`src/panel_regs.vh`:
```
// constants for the front panel mode, fault and self-test logic
// assumes one 50 MHz clock and a synchronous active-high reset
// Function
// - select then deviation key opens the user-function display
// - display digits 2,4,6,7,8 shown; only digits 6 and 8 active
// - arrow under a function digit steps that mode up by one
// - keyboard mode: 0 none, 1 carry, 2 repeat, 3 both
// - carry mode carries past 9; otherwise the digit wraps 9 to 0
// - modes 2 and 3 repeat a held key; others act once per press
// - raise output fault indication when the output stage cannot drive
// - no fault detection on the 10mV and 100mV ranges
// - fault mode 1: zero at once, latch until output reselected
// - fault mode 2: zero at once, restore when overload clears
// - fault mode 3: after 0.5 s zero output, latch until reselected
// - fault mode 4: keep driving, show fault after 0.5 s
// - all eight address switches on at power-up runs self-test
// - self-test lights each segment, then LEDs except FS, zero, +, -
// - self-test with no fault shows the pass word
// - failure shows error word with code 1, 2, 4, 5 or 6
// - calibration memory check runs every power-up; code 6 if corrupt
// - self-test with calibration key inserted erases calibration memory
// - normal power-up selects the 10mV range with zero output
// - switches sampled only at power-up
`ifndef PANEL_REGS_VH
`define PANEL_REGS_VH
`define KB_MODE_RESET    2'h3
`define KB_MODE_MAX      2'h3
`define KB_MODE_MIN      2'h0
`define FLT_MODE_RESET   3'h1
`define FLT_MODE_MAX     3'h4
`define FLT_MODE_MIN     3'h1
`define FLT_MODE_IMM     3'h1
`define FLT_MODE_AUTO    3'h2
`define FLT_MODE_DELAY   3'h3
`define FLT_MODE_WARN    3'h4
`define KB_CARRY_BIT     0
`define KB_REPEAT_BIT    1
`define RANGE_10MV       2'h0
`define RANGE_100MV      2'h1
`define DIGIT_MAX        4'h9
`define DIGIT_ZERO       4'h0
`define FN_DIGIT_KB      4'h6
`define FN_DIGIT_FLT     4'h8
`define SW_SETTLE_BIT    1
`define ADDR_SELFTEST    8'hff
`define ERR_NONE         3'h0
`define ERR_RAM          3'h1
`define ERR_BUSCTL       3'h2
`define ERR_PORT_A       3'h4
`define ERR_PORT_B       3'h5
`define ERR_CAL          3'h6
`define FAULT_DELAY_MS   500
`define CLK_KHZ          50000
`define SEG_COUNT        7'h40
`define LED_COUNT        5'h14
`define LED_UNTESTED     20'h0000f
`endif

```
`src/digit_stepper.v`:
```
// one bcd digit step with optional carry out
// assumes caller presents a one-cycle step pulse
`timescale 1ns/1ps
`include "panel_regs.vh"
module digit_stepper (
  input  wire [3:0] digit_in,
  input  wire       carry_en,
  output reg  [3:0] digit_out,
  output reg        carry_out
);
  always @* begin
    if (digit_in >= `DIGIT_MAX) begin
      digit_out = `DIGIT_ZERO;
      carry_out = carry_en;
    end else begin
      digit_out = digit_in + 4'h1;
      carry_out = 1'b0;
    end
  end
endmodule

```
`src/panel_control.v`:
```
// front panel modes, output fault response and power-up self-test
// assumes keys, switches and fault sense are asynchronous pins; reset is
// power-up; self-test results come from the processor as level inputs
`timescale 1ns/1ps
`include "panel_regs.vh"
module panel_control #(
  parameter FAULT_DELAY_CYCLES = `FAULT_DELAY_MS * `CLK_KHZ,
  parameter STEP_CYCLES        = 5000000,
  parameter REPEAT_CYCLES      = 5000000
) (
  input  wire        core_clk,
  input  wire        reset,
  input  wire        select_key,
  input  wire        deviation_key,
  input  wire        arrow_kb_key,
  input  wire        arrow_flt_key,
  input  wire        up_key,
  input  wire [1:0]  range_sel,
  input  wire        reselect,
  input  wire        overload_sense,
  input  wire [7:0]  addr_switch,
  input  wire        cal_key,
  input  wire        cal_corrupt,
  input  wire [2:0]  hw_fault_code,
  input  wire        selftest_checks_done,
  input  wire [3:0]  set_digit,
  output reg         fn_display_ff,
  output reg  [1:0]  kb_mode_ff,
  output reg  [2:0]  flt_mode_ff,
  output reg  [3:0]  digit_ff,
  output reg         digit_carry_ff,
  output reg         output_zero_ff,
  output reg         output_fault_indication_ff,
  output reg  [1:0]  range_ff,
  output reg         selftest_ff,
  output reg  [5:0]  seg_lamp_ff,
  output reg         seg_lamp_on_ff,
  output reg  [19:0] led_lamp_ff,
  output reg         pass_word_ff,
  output reg         error_word_ff,
  output reg  [2:0]  error_code_ff,
  output reg         cal_erase_ff,
  output reg  [7:0]  addr_latched_ff
);
  localparam ST_IDLE = 3'h0;
  localparam ST_SEG  = 3'h1;
  localparam ST_LED  = 3'h2;
  localparam ST_WAIT = 3'h3;
  localparam ST_DONE = 3'h4;
  localparam ST_RUN  = 3'h5;

  // two-flop synchronisers for all pin inputs
  reg [8:0]  s1_ff;
  reg [8:0]  s2_ff;
  reg [7:0]  sw1_ff;
  reg [7:0]  sw2_ff;
  reg [1:0]  rg1_ff;
  reg [1:0]  rg2_ff;
  reg        cal1_ff;
  reg        cal2_ff;
  // code and digit are held steady around their strobes
  reg [2:0]  code1_ff;
  reg [2:0]  code2_ff;
  reg [3:0]  dig1_ff;
  reg [3:0]  dig2_ff;
  always @(posedge core_clk) begin
    if (reset) begin
      code1_ff <= `ERR_NONE;
      code2_ff <= `ERR_NONE;
      dig1_ff  <= `DIGIT_ZERO;
      dig2_ff  <= `DIGIT_ZERO;
      s1_ff   <= 9'h0;
      s2_ff   <= 9'h0;
      sw1_ff  <= 8'h0;
      sw2_ff  <= 8'h0;
      rg1_ff  <= 2'h0;
      rg2_ff  <= 2'h0;
      cal1_ff <= 1'b0;
      cal2_ff <= 1'b0;
    end else begin
      s1_ff   <= {cal_corrupt, select_key, deviation_key, arrow_kb_key,
                  arrow_flt_key, up_key, reselect, overload_sense,
                  selftest_checks_done};
      s2_ff   <= s1_ff;
      sw1_ff  <= addr_switch;
      sw2_ff  <= sw1_ff;
      rg1_ff  <= range_sel;
      rg2_ff  <= rg1_ff;
      cal1_ff <= cal_key;
      cal2_ff <= cal1_ff;
      code1_ff <= hw_fault_code;
      code2_ff <= code1_ff;
      dig1_ff  <= set_digit;
      dig2_ff  <= dig1_ff;
    end
  end
  wire cal_bad_s  = s2_ff[8];
  wire sel_s      = s2_ff[7];
  wire dev_s      = s2_ff[6];
  wire akb_s      = s2_ff[5];
  wire aflt_s     = s2_ff[4];
  wire up_s       = s2_ff[3];
  wire resel_s    = s2_ff[2];
  wire ovl_s      = s2_ff[1];
  wire chk_done_s = s2_ff[0];

  reg [8:0] prev_ff;
  always @(posedge core_clk) begin
    if (reset)
      prev_ff <= 9'h0;
    else
      prev_ff <= s2_ff;
  end
  wire [8:0] rise = s2_ff & ~prev_ff;

  // up key act pulse, repeating when the keyboard mode allows
  wire up_act;
  repeat_timer #(
    .REPEAT_CYCLES (REPEAT_CYCLES)
  ) u_rep (
    .core_clk  (core_clk),
    .reset     (reset),
    .key_level (up_s),
    .repeat_en (kb_mode_ff[`KB_REPEAT_BIT]),
    .act_pulse (up_act)
  );
  wire [3:0] step_val;
  wire       step_carry;
  digit_stepper u_step (
    .digit_in  (digit_ff),
    .carry_en  (kb_mode_ff[`KB_CARRY_BIT]),
    .digit_out (step_val),
    .carry_out (step_carry)
  );

  // power-up capture: third cycle after reset release
  reg        captured_ff;
  reg [1:0]  settle_ff;
  reg [2:0]  st_ff;
  reg [31:0] tmr_ff;
  reg        sel_armed_ff;
  reg        latch_ff;
  reg        pend_ff;
  reg [31:0] flt_cnt_ff;

  function [2:0] step_flt;
    input [2:0] m;
    begin
      if (m >= `FLT_MODE_MAX)
        step_flt = `FLT_MODE_MIN;
      else
        step_flt = m + 3'h1;
    end
  endfunction

  // decoders shared by capture and fault logic
  function is_selftest_addr;
    input [7:0] a;
    begin
      is_selftest_addr = (a == `ADDR_SELFTEST);
    end
  endfunction

  function low_range;
    input [1:0] r;
    begin
      low_range = (r == `RANGE_10MV) || (r == `RANGE_100MV);
    end
  endfunction

  wire detect_ok = !low_range(range_ff);
  wire ovl_act   = ovl_s && detect_ok && !selftest_ff;
  wire delay_hit = (flt_cnt_ff >= FAULT_DELAY_CYCLES - 1);

  always @(posedge core_clk) begin
    if (reset) begin
      captured_ff     <= 1'b0;
      settle_ff       <= 2'h0;
      addr_latched_ff <= 8'h0;
      selftest_ff     <= 1'b0;
      st_ff           <= ST_IDLE;
      tmr_ff          <= 32'h0;
      seg_lamp_ff     <= 6'h0;
      seg_lamp_on_ff  <= 1'b0;
      led_lamp_ff     <= 20'h0;
      pass_word_ff    <= 1'b0;
      error_word_ff   <= 1'b0;
      error_code_ff   <= `ERR_NONE;
      cal_erase_ff    <= 1'b0;
    end else begin
      // two settle cycles: both sync stages are cleared by reset
      settle_ff <= {settle_ff[0], 1'b1};
      if (settle_ff[`SW_SETTLE_BIT] && !captured_ff) begin
        captured_ff     <= 1'b1;
        addr_latched_ff <= sw2_ff;
        selftest_ff     <= is_selftest_addr(sw2_ff);
        st_ff           <= is_selftest_addr(sw2_ff) ? ST_SEG : ST_RUN;
        cal_erase_ff    <= is_selftest_addr(sw2_ff) && cal2_ff;
      end
      case (st_ff)
        ST_IDLE: ;
        ST_SEG: begin
          seg_lamp_on_ff <= 1'b1;
          if (tmr_ff == STEP_CYCLES - 1) begin
            tmr_ff <= 32'h0;
            if ({1'b0, seg_lamp_ff} == `SEG_COUNT - 7'h1) begin
              seg_lamp_on_ff <= 1'b0;
              st_ff          <= ST_LED;
              led_lamp_ff    <= ~`LED_UNTESTED;
            end else
              seg_lamp_ff <= seg_lamp_ff + 6'h1;
          end else
            tmr_ff <= tmr_ff + 32'h1;
        end
        ST_LED: begin
          // front-panel zero, fs, + and - leds are never lamped
          led_lamp_ff <= ~`LED_UNTESTED;
          if (tmr_ff == STEP_CYCLES - 1) begin
            tmr_ff      <= 32'h0;
            led_lamp_ff <= 20'h0;
            st_ff       <= ST_WAIT;
          end else
            tmr_ff <= tmr_ff + 32'h1;
        end
        ST_WAIT: begin
          if (chk_done_s) begin
            st_ff <= ST_DONE;
            if (code2_ff != `ERR_NONE) begin
              error_word_ff <= 1'b1;
              error_code_ff <= code2_ff;
            end else if (cal_bad_s && !cal_erase_ff) begin
              error_word_ff <= 1'b1;
              error_code_ff <= `ERR_CAL;
            end else
              pass_word_ff <= 1'b1;
          end
        end
        ST_DONE: ; // held until power cycle
        ST_RUN: begin
          if (cal_bad_s) begin
            error_word_ff <= 1'b1;
            error_code_ff <= `ERR_CAL;
          end
        end
        default: st_ff <= ST_IDLE;
      endcase
    end
  end

  // user-function menu and keyboard digit
  always @(posedge core_clk) begin
    if (reset) begin
      fn_display_ff  <= 1'b0;
      sel_armed_ff   <= 1'b0;
      kb_mode_ff     <= `KB_MODE_RESET;
      flt_mode_ff    <= `FLT_MODE_RESET;
      digit_ff       <= `DIGIT_ZERO;
      digit_carry_ff <= 1'b0;
      range_ff       <= `RANGE_10MV;
    end else begin
      digit_carry_ff <= 1'b0;
      if (rise[7])
        sel_armed_ff <= 1'b1;
      else if (rise[6])
        sel_armed_ff <= 1'b0;
      if (rise[6] && st_ff == ST_RUN)
        fn_display_ff <= sel_armed_ff ? 1'b1 : 1'b0;
      if (fn_display_ff) begin
        // only digit 6 and digit 8 arrows act
        if (rise[5])
          kb_mode_ff <= kb_mode_ff + 2'h1;
        if (rise[4])
          flt_mode_ff <= step_flt(flt_mode_ff);
      end else if (up_act && st_ff == ST_RUN) begin
        digit_ff       <= step_val;
        digit_carry_ff <= step_carry;
      end
      if (rise[2] && st_ff == ST_RUN) begin
        range_ff <= rg2_ff;
        if (!sel_armed_ff)
          digit_ff <= dig2_ff;
      end
    end
  end

  // output fault response
  always @(posedge core_clk) begin
    if (reset) begin
      output_zero_ff             <= 1'b1;
      output_fault_indication_ff <= 1'b0;
      latch_ff                   <= 1'b0;
      pend_ff                    <= 1'b0;
      flt_cnt_ff                 <= 32'h0;
    end else if (rise[2]) begin
      // reselect ends a latched fault and releases the output
      latch_ff                   <= 1'b0;
      pend_ff                    <= 1'b0;
      flt_cnt_ff                 <= 32'h0;
      output_zero_ff             <= 1'b0;
      output_fault_indication_ff <= 1'b0;
    end else if (st_ff == ST_RUN) begin
      case (flt_mode_ff)
        `FLT_MODE_IMM: begin
          if (ovl_act || latch_ff) begin
            latch_ff                   <= 1'b1;
            output_zero_ff             <= 1'b1;
            output_fault_indication_ff <= 1'b1;
          end
        end
        `FLT_MODE_AUTO: begin
          output_zero_ff             <= ovl_act;
          output_fault_indication_ff <= ovl_act;
        end
        `FLT_MODE_DELAY, `FLT_MODE_WARN: begin
          if (latch_ff) begin
            output_fault_indication_ff <= 1'b1;
            output_zero_ff <= (flt_mode_ff == `FLT_MODE_DELAY);
          end else if (ovl_act || pend_ff) begin
            pend_ff <= 1'b1;
            if (delay_hit) begin
              latch_ff                   <= 1'b1;
              output_fault_indication_ff <= 1'b1;
              output_zero_ff <= (flt_mode_ff == `FLT_MODE_DELAY);
            end else
              flt_cnt_ff <= flt_cnt_ff + 32'h1;
          end
        end
        default: output_fault_indication_ff <= 1'b0;
      endcase
    end
  end
endmodule

```
`src/repeat_timer.v`:
```
// held-key repeat pulse generator
// assumes key level already synchronised to core_clk
`timescale 1ns/1ps
`include "panel_regs.vh"
module repeat_timer #(
  parameter REPEAT_CYCLES = 5000000
) (
  input  wire core_clk,
  input  wire reset,
  input  wire key_level,
  input  wire repeat_en,
  output reg  act_pulse
);
  reg [31:0] cnt_ff;
  reg        prev_ff;
  always @(posedge core_clk) begin
    if (reset) begin
      cnt_ff    <= 32'h0;
      prev_ff   <= 1'b0;
      act_pulse <= 1'b0;
    end else begin
      prev_ff <= key_level;
      if (key_level && !prev_ff) begin
        act_pulse <= 1'b1;
        cnt_ff    <= 32'h0;
      end else if (key_level && repeat_en) begin
        if (cnt_ff == REPEAT_CYCLES - 1) begin
          act_pulse <= 1'b1;
          cnt_ff    <= 32'h0;
        end else begin
          act_pulse <= 1'b0;
          cnt_ff    <= cnt_ff + 32'h1;
        end
      end else begin
        act_pulse <= 1'b0;
        cnt_ff    <= 32'h0;
      end
    end
  end
endmodule
```
`config.mk`:
```
export PLATFORM = sky130hd
export DESIGN_NAME = panel_control
export DESIGN_NICKNAME = d
export VERILOG_FILES = /design/src/digit_stepper.v /design/src/panel_control.v /design/src/repeat_timer.v
export VERILOG_INCLUDE_DIRS = /design/src
export SDC_FILE = /design/constraint.sdc
export NUM_CORES = 1
export LEC_CHECK = 0
export BUFFER_PORTS_ARGS = -buffer_cell sky130_fd_sc_hd__buf_2
export CAP_MARGIN = 20
export CORE_UTILIZATION = 55
export CTS_BUF_LIST = sky130_fd_sc_hd__clkbuf_4 sky130_fd_sc_hd__clkbuf_8 sky130_fd_sc_hd__clkbuf_16
export DETAILED_ROUTE_END_ITERATION = 10
export GPL_ROUTABILITY_DRIVEN = 1
export GPL_TIMING_DRIVEN = 1
export PLACE_DENSITY = 0.75
export SYNTH_ARGS = -nofsm -noshare
export SYNTH_HDL_FRONTEND = slang
export SYNTH_SLANG_ARGS = --single-unit
export TNS_END_PERCENT = 10
```
`constraint.sdc`:
```
create_clock -name core_clk -period 2.67 [get_ports core_clk]
set_input_delay 0.1335 -clock core_clk [delete_from_list [all_inputs] [get_ports core_clk]]
set_output_delay 0.1335 -clock core_clk [all_outputs]
set_load 0.005 [all_outputs]
```
## After elaboration in Yosys (flattened, before gate mapping)

Cells that the tools add are included.

| word-level totals | value |
|---|---|
| output and inout bits | 57 |
| register bits after elaboration | 226 |
| bits of input ports | 29 |
| word-level logic and storage cells | 183 |

| cells by class | value |
|---|---|
| reduce and logical (&&, ||, !) cells | 44 |
| mux-type cells | 52 |
| equality and inequality tests | 25 |
| magnitude comparators | 3 |
| bitwise logic cells | 10 |
| $add $sub $neg | 7 |

Operator list:

| cell | number |
|---|---|
| adder 32 x 1 -> 32 bit (second input constant) | 3 |
| == test 32 x 23 -> 1 bit (second input constant) | 2 |
| two-way mux 20 bit | 3 |
| case mux 20 bit (2 select lines) | 1 |
| two-way mux 3 bit | 11 |
| greater-or-equal comparator 32 x 25 -> 1 bit (second input constant) | 1 |
| two-way mux 32 bit | 1 |
| two-way mux 1 bit | 25 |
| two-way mux 4 bit | 5 |
| AND reduction 4 bit | 4 |
| == test 3 x 2 -> 1 bit (second input constant) | 4 |
| != test 3 bit (second input constant) | 4 |
| case mux 3 bit (4 select lines) | 1 |
| logical AND 1 bit | 10 |
| != test 2 bit (second input constant) | 5 |
| AND reduction 5 bit | 2 |
| nonzero test 2 bit | 5 |
| == test 3 bit (second input constant) | 3 |
| AND reduction 3 bit | 3 |
| bitwise AND 8 bit | 1 |
| == test 8 bit (second input constant) | 1 |
| != test 4 bit (second input constant) | 2 |
| NOT 1 bit | 8 |
| NOT 8 bit | 1 |
| 22 further kinds | 35 |

## Longest topological paths before layout

| logic depth | value |
|---|---|
| depth after elaboration | 11 |
| gate-level depth with buffers | 10 |
| mapped depth without buffers | 8 |

## By module

Synthesis repeated with hierarchy kept, for this count alone.

| unflattened totals | value |
|---|---|
| cells, all modules | 955 |
| area, all modules | 8,549.4 um^2 |

Modules (own cells, without submodules):

| module | times used | cells an instance | sequential area each (um^2) | area an instance (um^2) |
|---|---|---|---|---|
| panel_control | 1 | 745 | 3,403.3 | 6,780.3 |
| repeat_timer | 1 | 196 | 680.7 | 1,660.3 |
| digit_stepper | 1 | 14 | 0.0 | 108.9 |

## Worst setup path before layout

No wires, ideal clock.

| timing path | value |
|---|---|
| path type | register to register |
| start point | register flt_cnt_ff[31] |
| end point | register flt_cnt_ff[20] |
| slack | 0.212 ns |
| data arrival time | 2.387 ns |
| path buffers | 1 |
| setup time | 0.072 ns |
| stages on the path, launching flop included | 8 |
| period minus slack after synthesis | 2.458 ns |
| required time | 2.598 ns |
| cells stage by stage | dfxtp_1 -> or4_1 -> a2111o_1 -> nor4_4 -> nand2_2 -> buf_2 -> nor4_1 -> mux2i_1 |

| between the ends | value |
|---|---|
| cells in the longest elaborated chain, start to end | 3 |

RTL lines:

| element | line | RTL |
|---|---|---|
| start: declaration | panel_control.v:144 | `reg [31:0] flt_cnt_ff;` |
| start signal: assignment | panel_control.v:325 | `flt_cnt_ff <= flt_cnt_ff + 32'h1;` |
| greater-or-equal comparator 32 x 25 -> 1 bit | panel_control.v:173 | `wire delay_hit = (flt_cnt_ff >= FAULT_DELAY_CYCLES - 1);` |
| NOT 1 bit (no source line) | - |  |
| AND reduction 5 bit (no source line) | - |  |

No other way between the ends.
A chain may end at the register's enable or synchronous reset.

## Worst setup path in the final report

| timing path | value |
|---|---|
| start point | register flt_cnt_ff[31] |
| end point | register flt_cnt_ff[16] |

Same word-level chain as after synthesis.

==> implementation parameters <==
Parameter                              Value

Outcome
  Outcome ... finished with violations
  Violations in the final reports ... DRC

Synthesis
  Most used DFF post-synth ... sky130_fd_sc_hd__dfxtp_1
  Distinct cells, synth ... 54
  Synthesized-area fraction occupied by adder cells ... 0.0180
  Leading cell types by total area after synthesis ... sky130_fd_sc_hd__dfxtp_1, sky130_fd_sc_hd__xor2_1, sky130_fd_sc_hd__nor2_1
  Mean cell area of the mapped netlist ... 8.93 sq um
  Post-synthesis share of cell area spent on and, or, nand and nor gates ... 0.299
  Cell type with the highest aggregate area in the netlist ... sky130_fd_sc_hd__dfxtp_1
  Total number of yosys warnings ... 0
  Mux share of post-synthesis cell area ... 0.00495
  Register bit count reported by yosys ... slightly above 200
  Share of synthesized area occupied by flip-flops and latches ... 0.490
  Dominant combinational cell family by area after synthesis ... simple AND/OR/NAND/NOR gates
  Area of the mapped netlist ... 8340 sq um
  Number of enable-type register cells in the synthesized netlist ... 0
  Post-synthesis instance total ... between 900 and 1000
  Share of synthesized flip-flops with an asynchronous set or reset ... 0
  Complex-gate fraction of the synthesized area ... 0.0634
  Xor/xnor cell area share of the yosys netlist ... 0.0808
  Top cell type's share of synthesized area ... 0.490

Detailed routing
  Routed length per placed instance ... 13.9 um
  Routed Antenna Nets ... 0
  Via-to-Cell Ratio ... 5.37
  Detailed-router iteration count before antenna repair ... 8
  Metal2 WL ... 7840 um
  Length of routed met3 wiring ... a little over 700 um
  WL final ... 16900 um
  Number of DRC markers in iteration 0 ... between 300 and 400
  Drc violations ... 10
  Total via count after detailed routing ... approximately 6600
  Post-Route M1 WL ... 7930 um
  Highest metal layer with signal wires ... met4

Clocking
  H-tree depth ... 1
  CTS Root Buffer Type ... sky130_fd_sc_hd__clkbuf_16
  Register clock-pin slew on the reported worst setup and hold paths ... around 60 ps
  Maximum clock path buffer count ... 3
  CTS tree ... yes
  Number of buffers inserted during clock tree synthesis ... 21
  Later-pin clock latency in the skew report ... 500 ps
  Number of sinks on the clock net ... between 200 and 250

STA
  Final setup skew ... 5.82 ps
  Hold slack final ... 377 ps
  Post-route setup TNS ... 0 ps
  Transition time of the tightest slew-check pin ... 813 ps
  Period utilization ... 0.940
  Final Max Slew Viols ... 0
  Final period demand of the worst path ... between 2000 and 3000 ps
  Final Hold Violating Endpoints ... 0
  Max frequency ... approximately 0.4 GHz
  Unrepaired setup endpoints after global routing ... no
  Final setup violation count ... 0
  Slew margin rel. ... 0.457

Worst setup path
  End of the worst register-to-register path ... flt_cnt_ff[16]
  Cell family with the largest share of critical-path delay ... simple AND/OR/NAND/NOR gates
  CP peak stage delay ... 530 ps
  Slowest stage cell on the critical path ... sky130_fd_sc_hd__or4_1
  Worst R2R Path Depth ... 6
  Dominant cell type by count on the critical path ... sky130_fd_sc_hd__or4_1
  Setup slack of the worst register-to-register path ... 160 ps
  Worst path cell trace ... or4_1 -> a2111o_1 -> nor4_4 -> nand2_2 -> or4_1 -> a21oi_1
  Buffers & Inverters on Critical Path ... 0
  Max Fanout on Critical Path ... 14
  Kind of critical path ... reg2reg
  Kind of end point of the critical path ... flip-flop
  Critical register-to-register path startpoint ... flt_cnt_ff[31]
  Worst EP arrival ... 2920 ps
  Worst endpoint required time ... 3080 ps
  Element type at the critical path start ... flip-flop

Die
  Die H ... 125 um
  Standard-cell rows ... 44
  Die extent in x ... 125 um
  I/O pins ... 86
  Area of the die ... between 15000 and 20000 sq um
  Core Area ... 14600 sq um
  Initial Utilization ... 0.570

Hold path
  Worst hold path endpoint ... s1_ff[5]
  Number of stages on the worst hold path ... 3
  Path type of the worst min-delay path ... in2reg
  Start point of the worst min-delay path ... arrow_kb_key

Layout
  Top library cells by usage in the layout, fill and taps aside ... sky130_fd_sc_hd__dfxtp_1, sky130_fd_sc_hd__nor2_1, sky130_fd_sc_hd__buf_2, sky130_fd_sc_hd__nor2b_1, sky130_fd_sc_hd__nand2_1
  Area growth from synthesis to layout ... 17.2%
  Diode insertion count for antenna repair ... 0
  Total number of nets in the final design ... 1065
  Most frequent standard cell in the layout excluding fill and tap cells ... sky130_fd_sc_hd__dfxtp_1
  Share of cells above drive strength 1 ... 0.138
  Fillcell total ... 1196

Place
  HPWL reported at the end of detailed placement ... around 11000 um
  Final weighted congestion in routability-driven placement ... roughly 0.85
  IO buf count ... 81

Power and ir drop
  Static Leak ... approximately 3.9 nW
  Maximum resistive drop on vdd ... 0.462 mV
  PD cells ... 635 nW/um^2

GRT
  Total global-route track usage ... 0.217
  Initial antenna violation count ... 0
  Wire length of the first global-routing pass ... 28400 um
  Vias in the first global route ... 6007
  Grt ovf ... 0
  Largest net degree at the start of global routing ... 60

Job
  Max-Cap Viols ... 0
[registers in the layout, summed over array words and instances, names as in the netlist, 3 cells and up]
register         flops
flt_mode_ff          3
prev_ff              6
code1_ff             3
dig2_ff              4
seg_lamp_ff          6
flt_cnt_ff          32
s2_ff                9
error_code_ff        3
tmr_ff              32
s1_ff                9
digit_ff             4
sw1_ff               8
u_rep.cnt_ff        32
dig1_ff              4
sw2_ff               8
st_ff                3
code2_ff             3
addr_latched_ff      8
[tightest hold or removal path, cell delays in order]
cell and delay, ps:
sky130_fd_sc_hd__dlygate4sd3_1 520, sky130_fd_sc_hd__buf_2 90, sky130_fd_sc_hd__nor2b_1 100
[cells by family (layout without fill, tap and decap cells)]
group | Yosys count | after routing
mux | 4 | 4
other cells | 1 | 4
fa+ha+maj | 12 | 12
xor+xnor | 77 | 77
buf+inv | 76 | 175
simple gates | 473 | 473
flops | 204 | 204
compound gates | 87 | 87
[layer usage]
metal,GRT usage,vias up
met5,0,-
met4,0.0638,0
met3,0.0372,26
met2,0.362,137
met1,0.288,3037
li1,-,3351
[final cells by class]
class	count	area, sq um	share of cell area
inverter	13	48.8	0.00499
clock buffer	29	623	0.0637
multi-input combinational	657	3910	0.400
clock inverter	6	58.8	0.00601
timing repair buffer	127	826	0.0845
tap	184	230	0.0235
sequential	204	4080	0.418
[per-stage QoR]
stage	utilization	setup WS (ps)	total power, mW	cell area [sq um]	cells
after floorplan	-	212	3.31	8350	937
after global placement	0.601	207	3.36	8810	1156
after detailed placement	0.601	160	3.37	8810	1156
after CTS	0.668	149	6.27	9780	1220
after global routing	0.668	25.7	6.41	9780	1220
final	0.668	161	6.21	9780	1220
[Yosys cell counts, drive strengths merged, types with 17 or more instances]
library cell,n
a21oi,36
and3,35
buf,24
clkbuf,39
dfxtp,204
nand2,67
nand3,40
nand4,42
nor2,128
nor2b,66
nor4,17
o21ai,18
xor2,62
[power by group]
part / switching (mW) / total (mW) / internal, mW / leakage (nW)
registers: 0.0295 / 3.13 / 3.10 / 1.66
logic: 0.110 / 0.208 / 0.0983 / 1.87
clock network: 1.15 / 2.87 / 1.72 / 0.345
[timing repair]
| item | 4_1_cts | 5_1_grt |
|---|---|---|
| hold buffers | 29 | 0 |
| gates resized for setup | 0 | 0 |
| buffers inserted | 0 | 0 |
| endpoints found under the hold margin | 32 | 0 |
[how the worst max path moves through the flow]
| stage | from | end | slack (ps) | cells after the start |
|---|---|---|---|---|
| floorplan | flt_cnt_ff[31] | flt_cnt_ff[20] | 210 | 7 |
| global placement | flt_cnt_ff[31] | flt_cnt_ff[16] | 210 | 6 |
| detailed placement | flt_cnt_ff[31] | flt_cnt_ff[16] | 160 | 6 |
| CTS | flt_cnt_ff[31] | flt_cnt_ff[16] | 150 | 6 |
| global route | flt_mode_ff[0] | flt_cnt_ff[16] | 30 | 8 |
| finish | flt_cnt_ff[31] | flt_cnt_ff[16] | 160 | 6 |
Power figures use the tool's default switching activity.
